### src/hdl/sdram_init_map.svh
/*
  constants for the sdram init and address map block: field positions,
  command mode codes, pin command encodings, reset values and the power-up wait.
  assumes one 10 MHz system clock; included by bare name.
*/
// Summary of operation
// - bit0 byte select, then column, row, bank
// - upper bank bit to line1, lower to line0
// - mode 1 plus sdram write issues nop
// - mode 2 plus write issues precharge all
// - mode 4 each write one auto refresh, none during the wait or in the cycle after one
`ifndef SDRAM_INIT_MAP_SVH
`define SDRAM_INIT_MAP_SVH
`define MODE_NORMAL      3'h0
`define MODE_NOP         3'h1
`define MODE_PRECHARGE   3'h2
`define MODE_REFRESH     3'h4
`define CMD_INHIBIT      4'hF
`define CMD_NOP          4'h7
`define CMD_PRECHARGE    4'h2
`define CMD_REFRESH      4'h1
`define COL_LSB          1
`define ROW_BITS_MIN     12
`define COL_BITS_MIN     8
`define PRECHARGE_A10    10
`define REFRESH_COUNT    4'h8
`define POWERUP_WAIT_US  200
`define CLK_MHZ          10
`define POWERUP_CYCLES   (`POWERUP_WAIT_US * `CLK_MHZ)
`endif

### src/hdl/sdram_init_pkg.sv
/*
  types for the sdram init and address map block.
  assumes sdram_init_map.svh for the numbers.
*/
package sdram_init_pkg;
    typedef struct packed {
        logic [3:0]  cmd;
        logic [1:0]  bank;
        logic [12:0] addr;
    } sdram_cmd_t;

    typedef struct packed {
        logic [1:0] col_sel;
        logic       row_sel;
    } geom_t;

    typedef enum logic [1:0] {
        ST_WAIT,
        ST_IDLE,
        ST_ISSUE
    } init_state_t;
endpackage

### src/hdl/sdram_init_addr_map.sv
/*
  sdram init command issue and system address split into bank, row, column.
  assumes software keeps the configuration order and that bus inputs are
  synchronous to sys_clk; one access strobe per cycle at most.
*/
`timescale 1ns/100ps
`default_nettype none
`include "sdram_init_map.svh"
module sdram_init_addr_map
    import sdram_init_pkg::*;
(
    input  wire logic        sys_clk,
    input  wire logic        arst_n,
    input  wire geom_t       geom,
    input  wire logic [2:0]  mode_field,
    input  wire logic        sdram_wr,
    input  wire logic [27:0] sys_addr,
    output var  sdram_cmd_t  sdram_out,
    output var  logic        halfword_byte_select,
    output var  logic        bank_addr_line_0,
    output var  logic        bank_addr_line_1,
    output var  logic [10:0] column_q,
    output var  logic [12:0] row_q,
    output var  logic        powerup_done,
    output var  logic        cmd_pending,
    output var  logic [3:0]  refresh_count
);
    localparam int WAIT_CYC = `POWERUP_CYCLES;

    init_state_t state_q, state_d;
    logic [11:0] wait_q;
    logic [2:0]  mode_q;
    logic        pend_q;
    logic [3:0]  ref_q;

    // column width 8..11, row 12..13; split is a function, called once to build fields
    function automatic logic [25:0] split(input logic [27:0] a, input geom_t g);
        logic [4:0]  cb;
        logic [27:0] r;
        cb = 5'(`COL_BITS_MIN) + 5'(g.col_sel);
        r = a >> (`COL_LSB + cb);
        split[10:0] = 11'(a >> `COL_LSB) & ((11'h1 << cb) - 11'h1);
        split[23:11] = g.row_sel ? r[12:0] : {1'b0, r[11:0]};
        split[25:24] = g.row_sel ? 2'(r >> 13) : 2'(r >> 12);
    endfunction

    // special-mode decode is shared by the arming logic, the status output and the checks
    function automatic logic is_special(input logic [2:0] m);
        is_special = (m == `MODE_NOP) || (m == `MODE_PRECHARGE) || (m == `MODE_REFRESH);
    endfunction

    wire [25:0] fields     = split(sys_addr, geom);
    wire        mode_write = (mode_field != mode_q);
    wire        special    = is_special(mode_q);
    wire        fire       = (state_q == ST_IDLE) && sdram_wr && pend_q;
    wire [3:0]  fire_cmd   = (mode_q == `MODE_NOP) ? `CMD_NOP :
                             (mode_q == `MODE_PRECHARGE) ? `CMD_PRECHARGE : `CMD_REFRESH;
    wire        wait_end   = (wait_q == 12'(WAIT_CYC - 1));
    wire        refresh_mode = (mode_q == `MODE_REFRESH);
    wire        prech_mode   = (mode_q == `MODE_PRECHARGE);
    // a10 high on precharge selects all banks, so the bank lines do not matter then
    wire [12:0] prech_addr   = 13'h0001 << `PRECHARGE_A10;

    always_comb begin
        state_d = state_q;
        unique case (state_q)
            ST_WAIT:  if (wait_end) state_d = ST_IDLE;
            ST_IDLE:  if (fire) state_d = ST_ISSUE;
            ST_ISSUE: state_d = ST_IDLE;
            // code 3 is unreachable; falling back to the wait keeps the pins quiet
            default:  state_d = ST_WAIT;
        endcase
    end

    // the wait counter freezes once the wait is over, so it never wraps
    always_ff @(posedge sys_clk or negedge arst_n) begin
        if (!arst_n) begin
            state_q <= ST_WAIT;
            wait_q  <= 12'h000;
        end else begin
            state_q <= state_d;
            if (state_q == ST_WAIT) wait_q <= wait_q + 12'h001;
        end
    end

    always_ff @(posedge sys_clk or negedge arst_n) begin
        if (!arst_n) begin
            mode_q <= `MODE_NORMAL;
        end else begin
            mode_q <= mode_field;
        end
    end

    // a new special mode arms its command; a write in the same cycle still uses the old one
    always_ff @(posedge sys_clk or negedge arst_n) begin
        if (!arst_n) begin
            pend_q <= 1'b0;
        end else if (mode_write) begin
            pend_q <= is_special(mode_field);
        end else if (fire && !refresh_mode) begin
            pend_q <= 1'b0;
        end
    end

    // refresh stays armed, so one mode write covers all eight cycles
    always_ff @(posedge sys_clk or negedge arst_n) begin
        if (!arst_n) begin
            ref_q <= 4'h0;
        end else if (mode_write) begin
            ref_q <= 4'h0;
        end else if (fire && refresh_mode) begin
            ref_q <= ref_q + 4'h1;
        end
    end

    // command pins stay inhibited until the power-up wait has run out; the address outputs below still follow writes during it
    // the address split is latched on every write, special or not
    always_ff @(posedge sys_clk or negedge arst_n) begin
        if (!arst_n) begin
            halfword_byte_select <= 1'b0;
            bank_addr_line_0     <= 1'b0;
            bank_addr_line_1     <= 1'b0;
            column_q             <= 11'h000;
            row_q                <= 13'h0000;
        end else if (sdram_wr) begin
            halfword_byte_select <= sys_addr[0];
            bank_addr_line_1     <= fields[25];
            bank_addr_line_0     <= fields[24];
            column_q             <= fields[10:0];
            row_q                <= fields[23:11];
        end
    end

    // command bus is a one-cycle pulse; the issue state blocks a second one right behind it
    always_ff @(posedge sys_clk or negedge arst_n) begin
        if (!arst_n) begin
            sdram_out <= '{cmd: `CMD_INHIBIT, bank: 2'h0, addr: 13'h0000};
        end else begin
            sdram_out.cmd  <= fire ? fire_cmd : `CMD_INHIBIT;
            sdram_out.bank <= fire ? fields[25:24] : 2'h0;
            sdram_out.addr <= (fire && prech_mode) ? prech_addr : 13'h0000;
        end
    end

    always_ff @(posedge sys_clk or negedge arst_n) begin
        if (!arst_n) begin
            powerup_done  <= 1'b0;
            cmd_pending   <= 1'b0;
            refresh_count <= 4'h0;
        end else begin
            powerup_done  <= (state_d != ST_WAIT);
            cmd_pending   <= pend_q && special;
            refresh_count <= ref_q;
        end
    end

    a_nop_issue: assert property (@(posedge sys_clk) disable iff (!arst_n)
        fire && mode_q == `MODE_NOP |=> sdram_out.cmd == `CMD_NOP)
        else $error("nop not issued");
    a_prech_issue: assert property (@(posedge sys_clk) disable iff (!arst_n)
        fire && mode_q == `MODE_PRECHARGE |=> sdram_out.cmd == `CMD_PRECHARGE && sdram_out.addr[10])
        else $error("precharge all not issued");
    a_refresh_count: assert property (@(posedge sys_clk) disable iff (!arst_n)
        fire && mode_q == `MODE_REFRESH && !mode_write |=> ref_q == $past(ref_q) + 4'h1)
        else $error("refresh not counted");
    a_no_early_cmd: assert property (@(posedge sys_clk) disable iff (!arst_n)
        !powerup_done |-> sdram_out.cmd == `CMD_INHIBIT)
        else $error("command before power-up wait");
    a_hold_pending: assert property (@(posedge sys_clk) disable iff (!arst_n)
        !sdram_wr && !mode_write |=> sdram_out.cmd == `CMD_INHIBIT)
        else $error("command without sdram access");
    a_bank_lines: assert property (@(posedge sys_clk) disable iff (!arst_n)
        sdram_wr |=> {bank_addr_line_1, bank_addr_line_0} == $past(fields[25:24]))
        else $error("bank lines swapped");
    a_byte_sel: assert property (@(posedge sys_clk) disable iff (!arst_n)
        sdram_wr |=> halfword_byte_select == $past(sys_addr[0]))
        else $error("byte select wrong");
    a_one_shot: assert property (@(posedge sys_clk) disable iff (!arst_n)
        fire && mode_q != `MODE_REFRESH && !mode_write |=> !pend_q)
        else $error("command fired twice");
    a_wait_status: assert property (@(posedge sys_clk) disable iff (!arst_n)
        state_q == ST_WAIT |-> !powerup_done)
        else $error("power-up reported early");
    a_wait_quiet: assert property (@(posedge sys_clk) disable iff (!arst_n)
        state_q == ST_WAIT |=> sdram_out.cmd == `CMD_INHIBIT)
        else $error("pins toggled during wait");
    a_cmd_pulse: assert property (@(posedge sys_clk) disable iff (!arst_n)
        sdram_out.cmd != `CMD_INHIBIT |=> sdram_out.cmd == `CMD_INHIBIT)
        else $error("command held too long");
    a_refresh_issue: assert property (@(posedge sys_clk) disable iff (!arst_n)
        fire && refresh_mode |=> sdram_out.cmd == `CMD_REFRESH)
        else $error("refresh not issued");
    a_ref_clear: assert property (@(posedge sys_clk) disable iff (!arst_n)
        mode_write |=> ref_q == 4'h0)
        else $error("refresh count not cleared");
    a_fire_bank: assert property (@(posedge sys_clk) disable iff (!arst_n)
        fire |=> sdram_out.bank == $past(fields[25:24]))
        else $error("command bank wrong");
    a_col_low: assert property (@(posedge sys_clk) disable iff (!arst_n)
        sdram_wr |=> column_q[7:0] == $past(sys_addr[8:1]))
        else $error("column field wrong");
    a_row_low: assert property (@(posedge sys_clk) disable iff (!arst_n)
        sdram_wr |=> row_q[11:0] == 12'($past(sys_addr) >> (9 + $past(geom.col_sel))))
        else $error("row field wrong");
    a_plain_mode: assert property (@(posedge sys_clk) disable iff (!arst_n)
        mode_write && !is_special(mode_field) |=> !pend_q)
        else $error("normal mode armed a command");
    a_prech_only: assert property (@(posedge sys_clk) disable iff (!arst_n)
        fire && !prech_mode |=> !sdram_out.addr[10])
        else $error("all-bank bit outside precharge");

    c_nop: cover property (@(posedge sys_clk) sdram_out.cmd == `CMD_NOP);
    c_early_wr: cover property (@(posedge sys_clk) state_q == ST_WAIT && sdram_wr && pend_q);
    c_refresh: cover property (@(posedge sys_clk) sdram_out.cmd == `CMD_REFRESH);
    c_prech: cover property (@(posedge sys_clk) sdram_out.cmd == `CMD_PRECHARGE);
    c_eight_ref: cover property (@(posedge sys_clk) ref_q == `REFRESH_COUNT);
endmodule
`default_nettype wire

### config.mk
export PLATFORM = sky130hd
export DESIGN_NAME = sdram_init_addr_map
export DESIGN_NICKNAME = d
export VERILOG_FILES = /design/src/hdl/sdram_init_pkg.sv /design/src/hdl/sdram_init_addr_map.sv
export VERILOG_INCLUDE_DIRS = /design/src /design/src/hdl
export SDC_FILE = /design/constraint.sdc
export NUM_CORES = 1
export LEC_CHECK = 0
export BUFFER_PORTS_ARGS = -buffer_cell sky130_fd_sc_hd__buf_2
export CAP_MARGIN = 15
export CORE_AREA = 2 2 74 83
export DETAILED_ROUTE_END_ITERATION = 8
export DIE_AREA = 0 0 76 85
export PLACE_DENSITY = 0.82
export SETUP_SLACK_MARGIN = 0.02
export SKIP_LAST_GASP = 1
export SYNTH_ARGS = -nofsm -noshare
export SYNTH_HDL_FRONTEND = slang
export SYNTH_SLANG_ARGS = --single-unit
### constraint.sdc
create_clock -name sys_clk -period 2.9 [get_ports sys_clk]
set_input_delay 0.435 -clock sys_clk [delete_from_list [all_inputs] [get_ports sys_clk]]
set_output_delay 0.435 -clock sys_clk [all_outputs]
set_load 0.03 [all_outputs]
Word level (Yosys, flattened, before mapping)
Cells that the tools add are included.
- add/subtract/negate cells: 5
- multiply operators: 0
- divide/modulo/power cells: 0
- $lt $le $gt $ge: 0
- equality and inequality tests: 10
- shift operators: 2
- multiplexer cells: 14
- bitwise operators: 1
- reductions and logical operators: 15
- operators with widths (kind ; number):
    $shr 28x6->15 ; 1
    $mux 13 ; 1
    $add 12x1->12 const B ; 1
    $eq 12x11->1 const B ; 1
    $mux 4 ; 3
    $and 11x11->11 ; 1
    $mux 11 ; 1
    $shl 1x5->11 const A ; 1
    $sub 11x1->11 const B ; 1
    $mux 2 ; 5
    $add 1x5->6 const A ; 1
    $eq 3x1->1 const B ; 2
    $eq 3x2->1 const B ; 2
    $eq 3x3->1 const B ; 2
    $logic_and 1x1->1 ; 6
    $pmux 2 s3 ; 1
    $reduce_bool 2->1 ; 3
    $add 4x2->5 const A ; 1
    $add 4x1->4 const B ; 1
    $logic_or 1x1->1 ; 4
    $mux 3 ; 1
    $ne 3x3->1 ; 1
    $eq 2x1->1 const B ; 1
    $eq 2x2->1 const B ; 1
    other kinds (3) ; 4
- register bits after elaboration: 72
- latch bits: 0
- bits in writable memories: 0
- memory bits (read-only): 0
- input bits: 37
- output and inout port bits: 52
- memories: 0

Depth between registers and ports, before layout
Gate-level depths: netlist of run 1.
- depth after elaboration: 6
- mapped depth: 6
- mapped depth without buffers: 5

Worst setup path after synthesis of run 1
Ideal clock, no wire load.
- kind: input -> register
- start point: input port geom[1] in the netlist's numbering
- end point: register row_q[7]
- arrival: 1.319 ns
- data required time: 2.775 ns
- slack: 1.456 ns
- stages on the path: 3
- path through: buf_6 -> mux4_2 -> mux2_4
- longest elaborated chain between the ends: 4
- ends and longest elaborated chain (what ; RTL line ; RTL):
    from (decl) ; sdram_init_addr_map.sv:14 ; input wire geom_t geom,
    $add 4x2->5 ; sdram_init_addr_map.sv:40 ; cb = 5'(`COL_BITS_MIN) + 5'(g.col_sel);
    $add 1x5->6 (no line) ; n/a ;
    $shr 28x6->15 ; sdram_init_addr_map.sv:41 ; r = a >> (`COL_LSB + cb);
    $mux 13 ; sdram_init_addr_map.sv:43 ; split[23:11] = g.row_sel ? r[12:0] : {1'b0, r[11:0]};
    to (signal assigned) ; sdram_init_addr_map.sv:130 ; row_q <= fields[23:11];
    to (decl) ; sdram_init_addr_map.sv:23 ; output var logic [12:0] row_q,
Every way passes these cells.
A chain may end at the register's enable or synchronous reset.

Final worst setup path of run 1
- start point: input port geom[1] in the netlist's numbering
- end point: register row_q[2]
The elaborated chain is that of the path after synthesis.

==> flow_summary.toml, run 1 <==
[critical_path]
cp-end-kind = "register"
worst-r2r-setup-slack_ns = 1.41
critPathLaunch = "geom[1]"
cp.arrival_ns = 1.76
required_ns = 3.11
crit_type = "in -> reg"
cp-start-kind = "primary input"
endpoint = "row_q[2]"
worstReg2RegEnd = "powerup_done"
path_max_fanout = 21
r2r_start = "state_q[0]"
rr_worst_depth = 4

[sta]
fmax_ghz = 0.649
rsz0062_at_grt = "no"
hold_viol = 0
min_period_ns = 1.54
period_share_pct = 53.2
skew_ns = 0.00759
setup_viol = 0
holdWs_ns = 0.0998
slew_violations = 0
fin_setup_tns_ns = 0

[pwr]
p_total_w = 0.00260
power.density_nw_per_um2 = 723
ir_drop_uv = 412
p_leak_nw = 1.73

[synthesis]
ys_warn_count = 0
synth_edf_count = 0
syn_avg_cell_area_um2 = 13.2
syn_area_um2 = 2970
synthCells = 225
synth_seq_cells = 62
synth_async_sr_flop_share_pct = 100
seq_area_frac_synth_pct = 52.4
synth.distinct_cells = 44
synth_flop_cell = "dfrtp_1"

[clock_tree]
cts-root-buf = "clkbuf_8"
cts_tree = "built"
h-tree-depth = 3
cts_setup_buffers = 0
cts_hold_buf = 0
clk_latency_ns = 0.33
cts_buffers = 9
clk_pin_slew_ns = 0.07
cts_sinks = 62
cts_resized = 0
cts.path.max_buffers = 2

[finish]
drive_above_1_share_pct = 41.6
stdcell_area_um2 = 3600
layout_commonest_cell = "buf_2"
nNetsFinal = 342
mostFrequentLayoutCells = "75 x buf_2, 58 x dfrtp_1, 17 x mux2_2"
antenna_cells = 0
syn_to_final_growth_pct = 21.2

[die]
fp.coreArea_um2 = 5620
die_y_um = 85
top_level_ports = 89
fp.dieW_um = 76
rows = 29
start_util_pct = 52.9
die-area_um2 = 6460

[drt]
num_vias = 1954
drt_iter0_drc = 98
drc = 0
routed_wl_um = 5400
ant_nets = 0
viasPerCell = 5.08
wire_per_inst_um = 14.0
dr.pass1.iters = 4

[grt]
track_usage_pct = 18.0
grt_pass1_vias = 2017
grt_pass1_wl_um = 9200
grt_antenna_before_repair = 0
grt_overflow = 0
grt_max_degree = 63

[place]
io_buffers = 75
dp_hpwl_um = 3850
gp_congestion = 0.753
placed_cell_area_um2 = 3350

[status]
status = "complete, no violations"

[run]
cap_violations = 0

[hold_path]
hold_path.class = "in -> async"
## cell usage after synthesis (all sizes together) (2+ instances only)
cell type / instances / area share, %
nor3b: 2 / 0.67
mux4: 10 / 8.1
and2: 3 / 0.63
and4: 2 / 0.59
nand2b: 3 / 0.63
mux2: 23 / 9.5
and3: 3 / 0.63
o21ai: 7 / 1.2
nand2: 10 / 1.3
dfstp: 4 / 3.5
xor2: 7 / 2.1
mux2i: 7 / 2.4
buf: 20 / 5.2
nand4: 2 / 0.42
a21oi: 8 / 1.3
nand3: 12 / 2.0
dfrtp: 58 / 49
nor2: 8 / 1.3
xnor2: 12 / 3.5
ha: 2 / 0.84
inv: 6 / 0.76
## worst min-delay path by stage
| stage | start | endpoint | slack [ns] | cells after the start |
|---|---|---|---|---|
| after floorplan | arst_n | bank_addr_line_0 | 0.14 | 0 |
| after global placement | ref_q[3] | refresh_count[3] | 0.39 | 0 |
| after global routing | arst_n | column_q[7] | 0.13 | 2 |
| final | arst_n | refresh_count[0] | 0.1 | 2 |
| after CTS | arst_n | column_q[7] | 0.11 | 2 |
| after detailed placement | ref_q[3] | refresh_count[3] | 0.39 | 0 |
## sequential cells by signal, summed over array words and instances (netlist names)
register	count
refresh_count	4
mode_q	3
pend_q	1
cmd_pending	1
powerup_done	1
sdram_out	7
halfword_byte_select	1
wait_q	12
bank_addr_line_1	1
bank_addr_line_0	1
ref_q	4
column_q	11
row_q	13
state_q	2
## cells by family after synthesis
group           share of synthesized area [%]
mux                                      19.9
compound gates                           4.80
buf+inv                                  6.10
other cells                             0.126
xor+xnor                                 5.60
flops                                    52.4
fa+ha+maj                               0.842
simple gates                             10.3
## per-layer routing
metal	GRT usage, %	part of all wire (%)
met1	22.1	43
met2	30.1	50
met3	6.38	5.2
met4	5.95	1.0
met5	0	0
## per-stage QoR
| step | std cells | setup slack, ns | utilization, % |
|---|---|---|---|
| final | 385 | 1.36 | 64.1 |
| after detailed placement | 369 | 0.983 | 59.6 |
| after floorplan | 236 | 1.46 | - |
| after global routing | 385 | 1.29 | 64.1 |
| after CTS | 385 | 1.34 | 64.1 |
| after global placement | 369 | 1.07 | 59.6 |
## worst max-delay path: stages
cell and delay, ns:
buf_2 0.39, mux4_1 0.64, mux2_2 0.29
## power breakdown
group / switching (W) / internal, W
logic: 0.000340 / 0.000234
clock network: 0.000316 / 0.000619
registers: 0.0000983 / 0.000996
## layout make-up
class,count,area [µm²]
flip-flops and latches,62,1560
fillers,439,2020
clock inverters,3,90.1
multi-input cells,147,1280
inverters,6,22.5
well taps,77,96.3
clock buffers,13,159
repair buffers,77,403
No activity file was read; power rests on OpenSTA's default activity.
==> inputs of run 2 (changes only) <==
CORE_AREA = 2 2 80 90   (was 2 2 74 83)
DIE_AREA = 0 0 82 92   (was 0 0 76 85)
PLACE_DENSITY = 0.74   (was 0.82)
clock period = 1.39 ns   (was 2.9 ns; I/O delays follow)
==> run 2 against run 1 <==
Compared with the run above: sequential share of layout area fell by 0.91 points; critical path depth fell by 2; sequential cell count unchanged; register-to-register slack lost 1.3 ns; critical path type is now reg -> out.
==> flow_summary.toml, run 2 (synthesized netlist as in run 1, its figures left out) <==
[finish]
syn_to_final_growth_pct = 24.0
multi_input_area_um2 = 1290
regMostFlops = "row_q"
nNetsFinal = 357
num-fill-cells = 613
largest_reg_flops = 13
antenna_cells = 0
seqCellArea_um2 = 1560
top_regs = "row_q (13), wait_q (12), column_q (11)"
stdcell_area_um2 = 3690
layout_commonest_cell = "buf_2"
mostFrequentLayoutCells = "75 x buf_2, 56 x dfrtp_1, 17 x mux2_2"
drive_above_1_share_pct = 45.5

[critical_path]
endpoint = "sdram_out[17]"
crit_type = "reg -> out"
cp_top_family = "flip-flops"
cpMaxStageDelayCell = "dfstp_2"
path_buf_inv = 1
path_max_fanout = 1
critPathLaunch = "sdram_out[17]"
cp-start-kind = "register"
max_stage_delay_ns = 0.52
r2r_start = "mode_q[2]"
path_cells = "buf_2"
cp-end-kind = "output pin"
required_ns = 1.18
worst-r2r-setup-slack_ns = 0.14
cp.depth = 1
rr_worst_depth = 4
cp.arrival_ns = 1.05
worstReg2RegEnd = "pend_q"

[pwr]
p_total_w = 0.00513
ir_drop_uv = 647
power.density_nw_per_um2 = 1390
p_leak_nw = 1.77

[run]
cap_violations = 0

[clock_tree]
cts_sinks = 62
cts_tree = "built"
cts_buffers = 9
clk_pin_slew_ns = 0.06
h-tree-depth = 3
clk_latency_ns = 0.34
cts-root-buf = "clkbuf_8"
cts.path.max_buffers = 2

[sta]
setup_slack_ns = 0.130
fmax_ghz = 0.794
skew_ns = 0.00403
slew_violations = 0
min_period_ns = 1.26
period_share_pct = 90.6
hold_viol = 0
setup_viol = 0
rsz0062_at_grt = "no"

[drt]
drc = 0
ant_nets = 0
dr.pass1.iters = 4
routed_wl_um = 5920
wire_per_inst_um = 14.5
viasPerCell = 5.05
drt_iter0_drc = 93
num_vias = 2061

[place]
io_buffers = 75
dp_hpwl_um = 4440
gp_congestion = 0.750
placed_cell_area_um2 = 3450
place_ws_ns = -0.0943

[die]
fp.coreArea_um2 = 6730
top_level_ports = 89
start_util_pct = 44.2
rows = 32
die-area_um2 = 7540
die_y_um = 92
fp.dieW_um = 82

[grt]
grt_pass1_vias = 2086
grt_overflow = 0
track_usage_pct = 17.2
grt_antenna_before_repair = 0
grt_max_degree = 37
grt_pass1_wl_um = 9670

[hold_path]
hold_path.class = "in -> reg"

[status]
status = "complete, no violations"
run 2: cell types whose count changed in the layout (fill, tap and decap cells not counted), moves of 2 or more:
| cell | change |
|---|---|
| buf_4 | +14 |
| bufinv_16 | -2 |
| clkinv_2 | +2 |
| dfrtp_1 | -2 |
| dfrtp_2 | +2 |
run 2: worst min-delay path by stage:
stage	startpoint	endpoint	slack (ns)	cells after the start
after floorplan	arst_n	bank_addr_line_0	-0.09	0
after global placement	arst_n	row_q[6]	0.18	1
after detailed placement	arst_n	row_q[6]	0.18	1
after CTS	mode_field[2]	mode_q[2]	0.009	1
after global routing	mode_field[2]	mode_q[2]	0.01	1
final	mode_field[2]	mode_q[2]	0.02	1
run 2: repair_timing:
item                                    4_1_cts  5_1_grt
hold endpoints to repair                     14        0
hold buffers                                  1        0
buffers inserted                              0        2
endpoints found under the setup margin        0        8
resized for setup                             0        7
run 2: cell type report:
class | instances | share of cell area [%]
clock buffer | 12 | 3.94
clock inverter | 4 | 1.29
inverter | 6 | 0.611
multi-input combinational | 147 | 35.0
sequential | 62 | 42.3
tap | 85 | 2.88
timing repair buffer | 92 | 14.0
run 2: report_power, final:
part / leakage, nW / internal (W) / switching, W
Clock: 0.0964 / 0.000872 / 0.000682
Sequential: 0.768 / 0.00208 / 0.000207
Combinational: 0.907 / 0.000550 / 0.000737
run 2: through the flow:
stage	TNS (ns)	instances	hold slack, ns	util (%)
global route	0	408	0.0116	54.8
CTS	0	406	0.00861	54.4
global placement	-0.0964	389	0.179	51.4
detailed placement	-0.464	389	0.184	51.4
floorplan	0	236	-0.0871	-
finish	0	408	0.0185	54.8
run 2: metal layers:
layer  share of wire (%)  routed length, µm  track usage (%)
met1                  42               2490             21.3
met2                  51               3040             27.4
met3                 4.3                255             4.23
met4                 2.3                138             9.17
met5                   0                  0                0
==> inputs of run 3 (changes only) <==
BUFFER_PORTS_ARGS = not set   (was -buffer_cell sky130_fd_sc_hd__buf_2)
CORE_AREA = 2 2 74 83   (was 2 2 80 90)
DIE_AREA = 0 0 76 85   (was 0 0 82 92)
DONT_BUFFER_PORTS = 1   (was not set)
PLACE_DENSITY = 0.71   (was 0.74)
SLEW_MARGIN = 20   (was not set)
==> run 3 against run 2 <==
Compared with the run above: the run now ends with negative hold slack left; first-iteration DRC count down 9.7%; sequential share of layout area up 5.5 points; total power is 3.6% lower; setup slack got worse by 0.032 ns; clock skew up 0.0024 ns; utilization increased by 3.1 points; critical path type is now reg -> reg; largest cell class unchanged.
==> flow_summary.toml, run 3 (synthesized netlist as in run 1, its figures left out) <==
[grt]
grt_pass1_wl_um = 8030
grt_pass1_vias = 1656
track_usage_pct = 16.5
grt_antenna_before_repair = 0
grt_max_degree = 63
grt_overflow = 0

[finish]
stdcell_count = 316
nNetsFinal = 273
syn_to_final_growth_pct = 9.55
mostFrequentLayoutCells = "58 x dfrtp_1, 17 x mux2_2, 13 x clkbuf_8"
fin_util_pct = 57.9
regMostFlops = "row_q"
stdcell_area_um2 = 3260
drive_above_1_share_pct = 24.3
top_regs = "row_q (13), wait_q (12), column_q (11)"
largest_reg_flops = 13
layout_commonest_cell = "dfrtp_1"
antenna_cells = 0

[place]
io_buffers = 0
dp.cells = 295
place_ws_ns = 0.0584
placed_cell_area_um2 = 2970
dp_hpwl_um = 3520
gp_congestion = 0.738

[clock_tree]
cts-root-buf = "clkbuf_8"
cts_buffers = 9
cts.path.max_buffers = 2
clk_pin_slew_ns = 0.07
h-tree-depth = 3
cts_tree = "built"
clk_latency_ns = 0.33
cts_hold_buf = 5
cts_sinks = 62

[pwr]
p_leak_nw = 1.44
power.density_nw_per_um2 = 1520
ir_drop_uv = 783

[sta]
fin_setup_tns_ns = 0
fmax_ghz = 0.774
slew_violations = 0
period_share_pct = 93.0
rsz0062_at_grt = "yes"
setup_viol = 0
hold_viol = 62
skew_ns = 0.00646
min_period_ns = 1.29
holdWs_ns = -0.439
setup_slack_ns = 0.0978

[die]
die-area_um2 = 6460
top_level_ports = 89
fp.coreArea_um2 = 5620
start_util_pct = 52.9
fp.dieW_um = 76
rows = 29
die_y_um = 85

[drt]
wire_per_inst_um = 16.3
routed_wl_um = 5150
dr.pass1.iters = 4
ant_nets = 0
drt_iter0_drc = 84
viasPerCell = 5.37
drc = 0
num_vias = 1698

[critical_path]
cp-end-kind = "register"
cp-start-kind = "register"
cp.arrival_ns = 1.54
path_max_fanout = 5
crit_type = "reg -> reg"
required_ns = 1.64

[hold_path]
hold_path.class = "in -> async"

[status]
status = "finished, violations left"
violations = "negative hold slack"

[run]
cap_violations = 0
==> run 3: cell types whose count changed in the layout (fill, tap and decap cells not counted), moves of 3 or more <==
| cell | before | now |
|---|---|---|
| buf_4 | 15 | 3 |
| clkbuf_8 | 10 | 13 |
| buf_2 | 75 | 0 |
| dlygate4sd3_1 | 1 | 5 |
==> run 3: repair_timing <==
| item | 4_1_cts | 5_1_grt |
|---|---|---|
| endpoints found under the hold margin | 69 | 62 |
| endpoints found under the setup margin | 0 | 4 |
| setup buffers | 0 | 0 |
| gates resized for setup | 0 | 3 |
==> run 3: worst max-delay path, cell delays in order (launching register included) <==
cell	delay, ns
dfrtp_1	0.46
nor2_4	0.14
and4_2	0.30
nand3_1	0.11
a21oi_1	0.19
==> run 3: where the power goes <==
group          leakage, nW  switching [W]  total (W)  internal [W]
clock                0.115       0.000657    0.00167       0.00102
sequential           0.770       0.000510    0.00259       0.00208
combinational        0.552       0.000283   0.000684      0.000401
==> run 3: layout make-up <==
cell class	instances	area (µm²)
well taps	77	96.3
multi-input cells	147	1290
clock buffers	13	179
clock inverters	3	40.0
inverters	6	22.5
flip-flops and latches	62	1560
repair buffers	8	72.6
fillers	461	2370
==> run 3: final timing paths <==
path | from | end | slack, ns | cells after the start
worst max-delay path | state_q[0] | powerup_done | 0.1 | 4
worst min-delay path | arst_n | ref_q[1] | -0.44 | 0
worst max register to register | state_q[0] | powerup_done | 0.1 | 4
worst min register to register | ref_q[3] | refresh_count[3] | 0.40 | 0
max in group asynchronous | arst_n | sdram_out[17] | 1.61 | 0
min in group sys_clk | geom[2] | column_q[9] | 0.02 | 2
==> run 3: through the flow <==
| step | power (W) | hold WS [ns] |
|---|---|---|
| 5_1_grt | 0.00519 | -0.463 |
| 4_1_cts | 0.00500 | -0.457 |
| 2_1_floorplan | 0.00318 | -0.0871 |
| 3_5_place_dp | 0.00330 | -0.0863 |
| 3_3_place_gp | 0.00325 | -0.0861 |
| 6_report | 0.00495 | -0.439 |
==> run 3: layer usage <==
layer  part of all wire (%)  track usage [%]
met5                      0                0
met4                    2.6             10.4
met2                     49             23.9
met3                    7.2             6.60
met1                     42             20.8
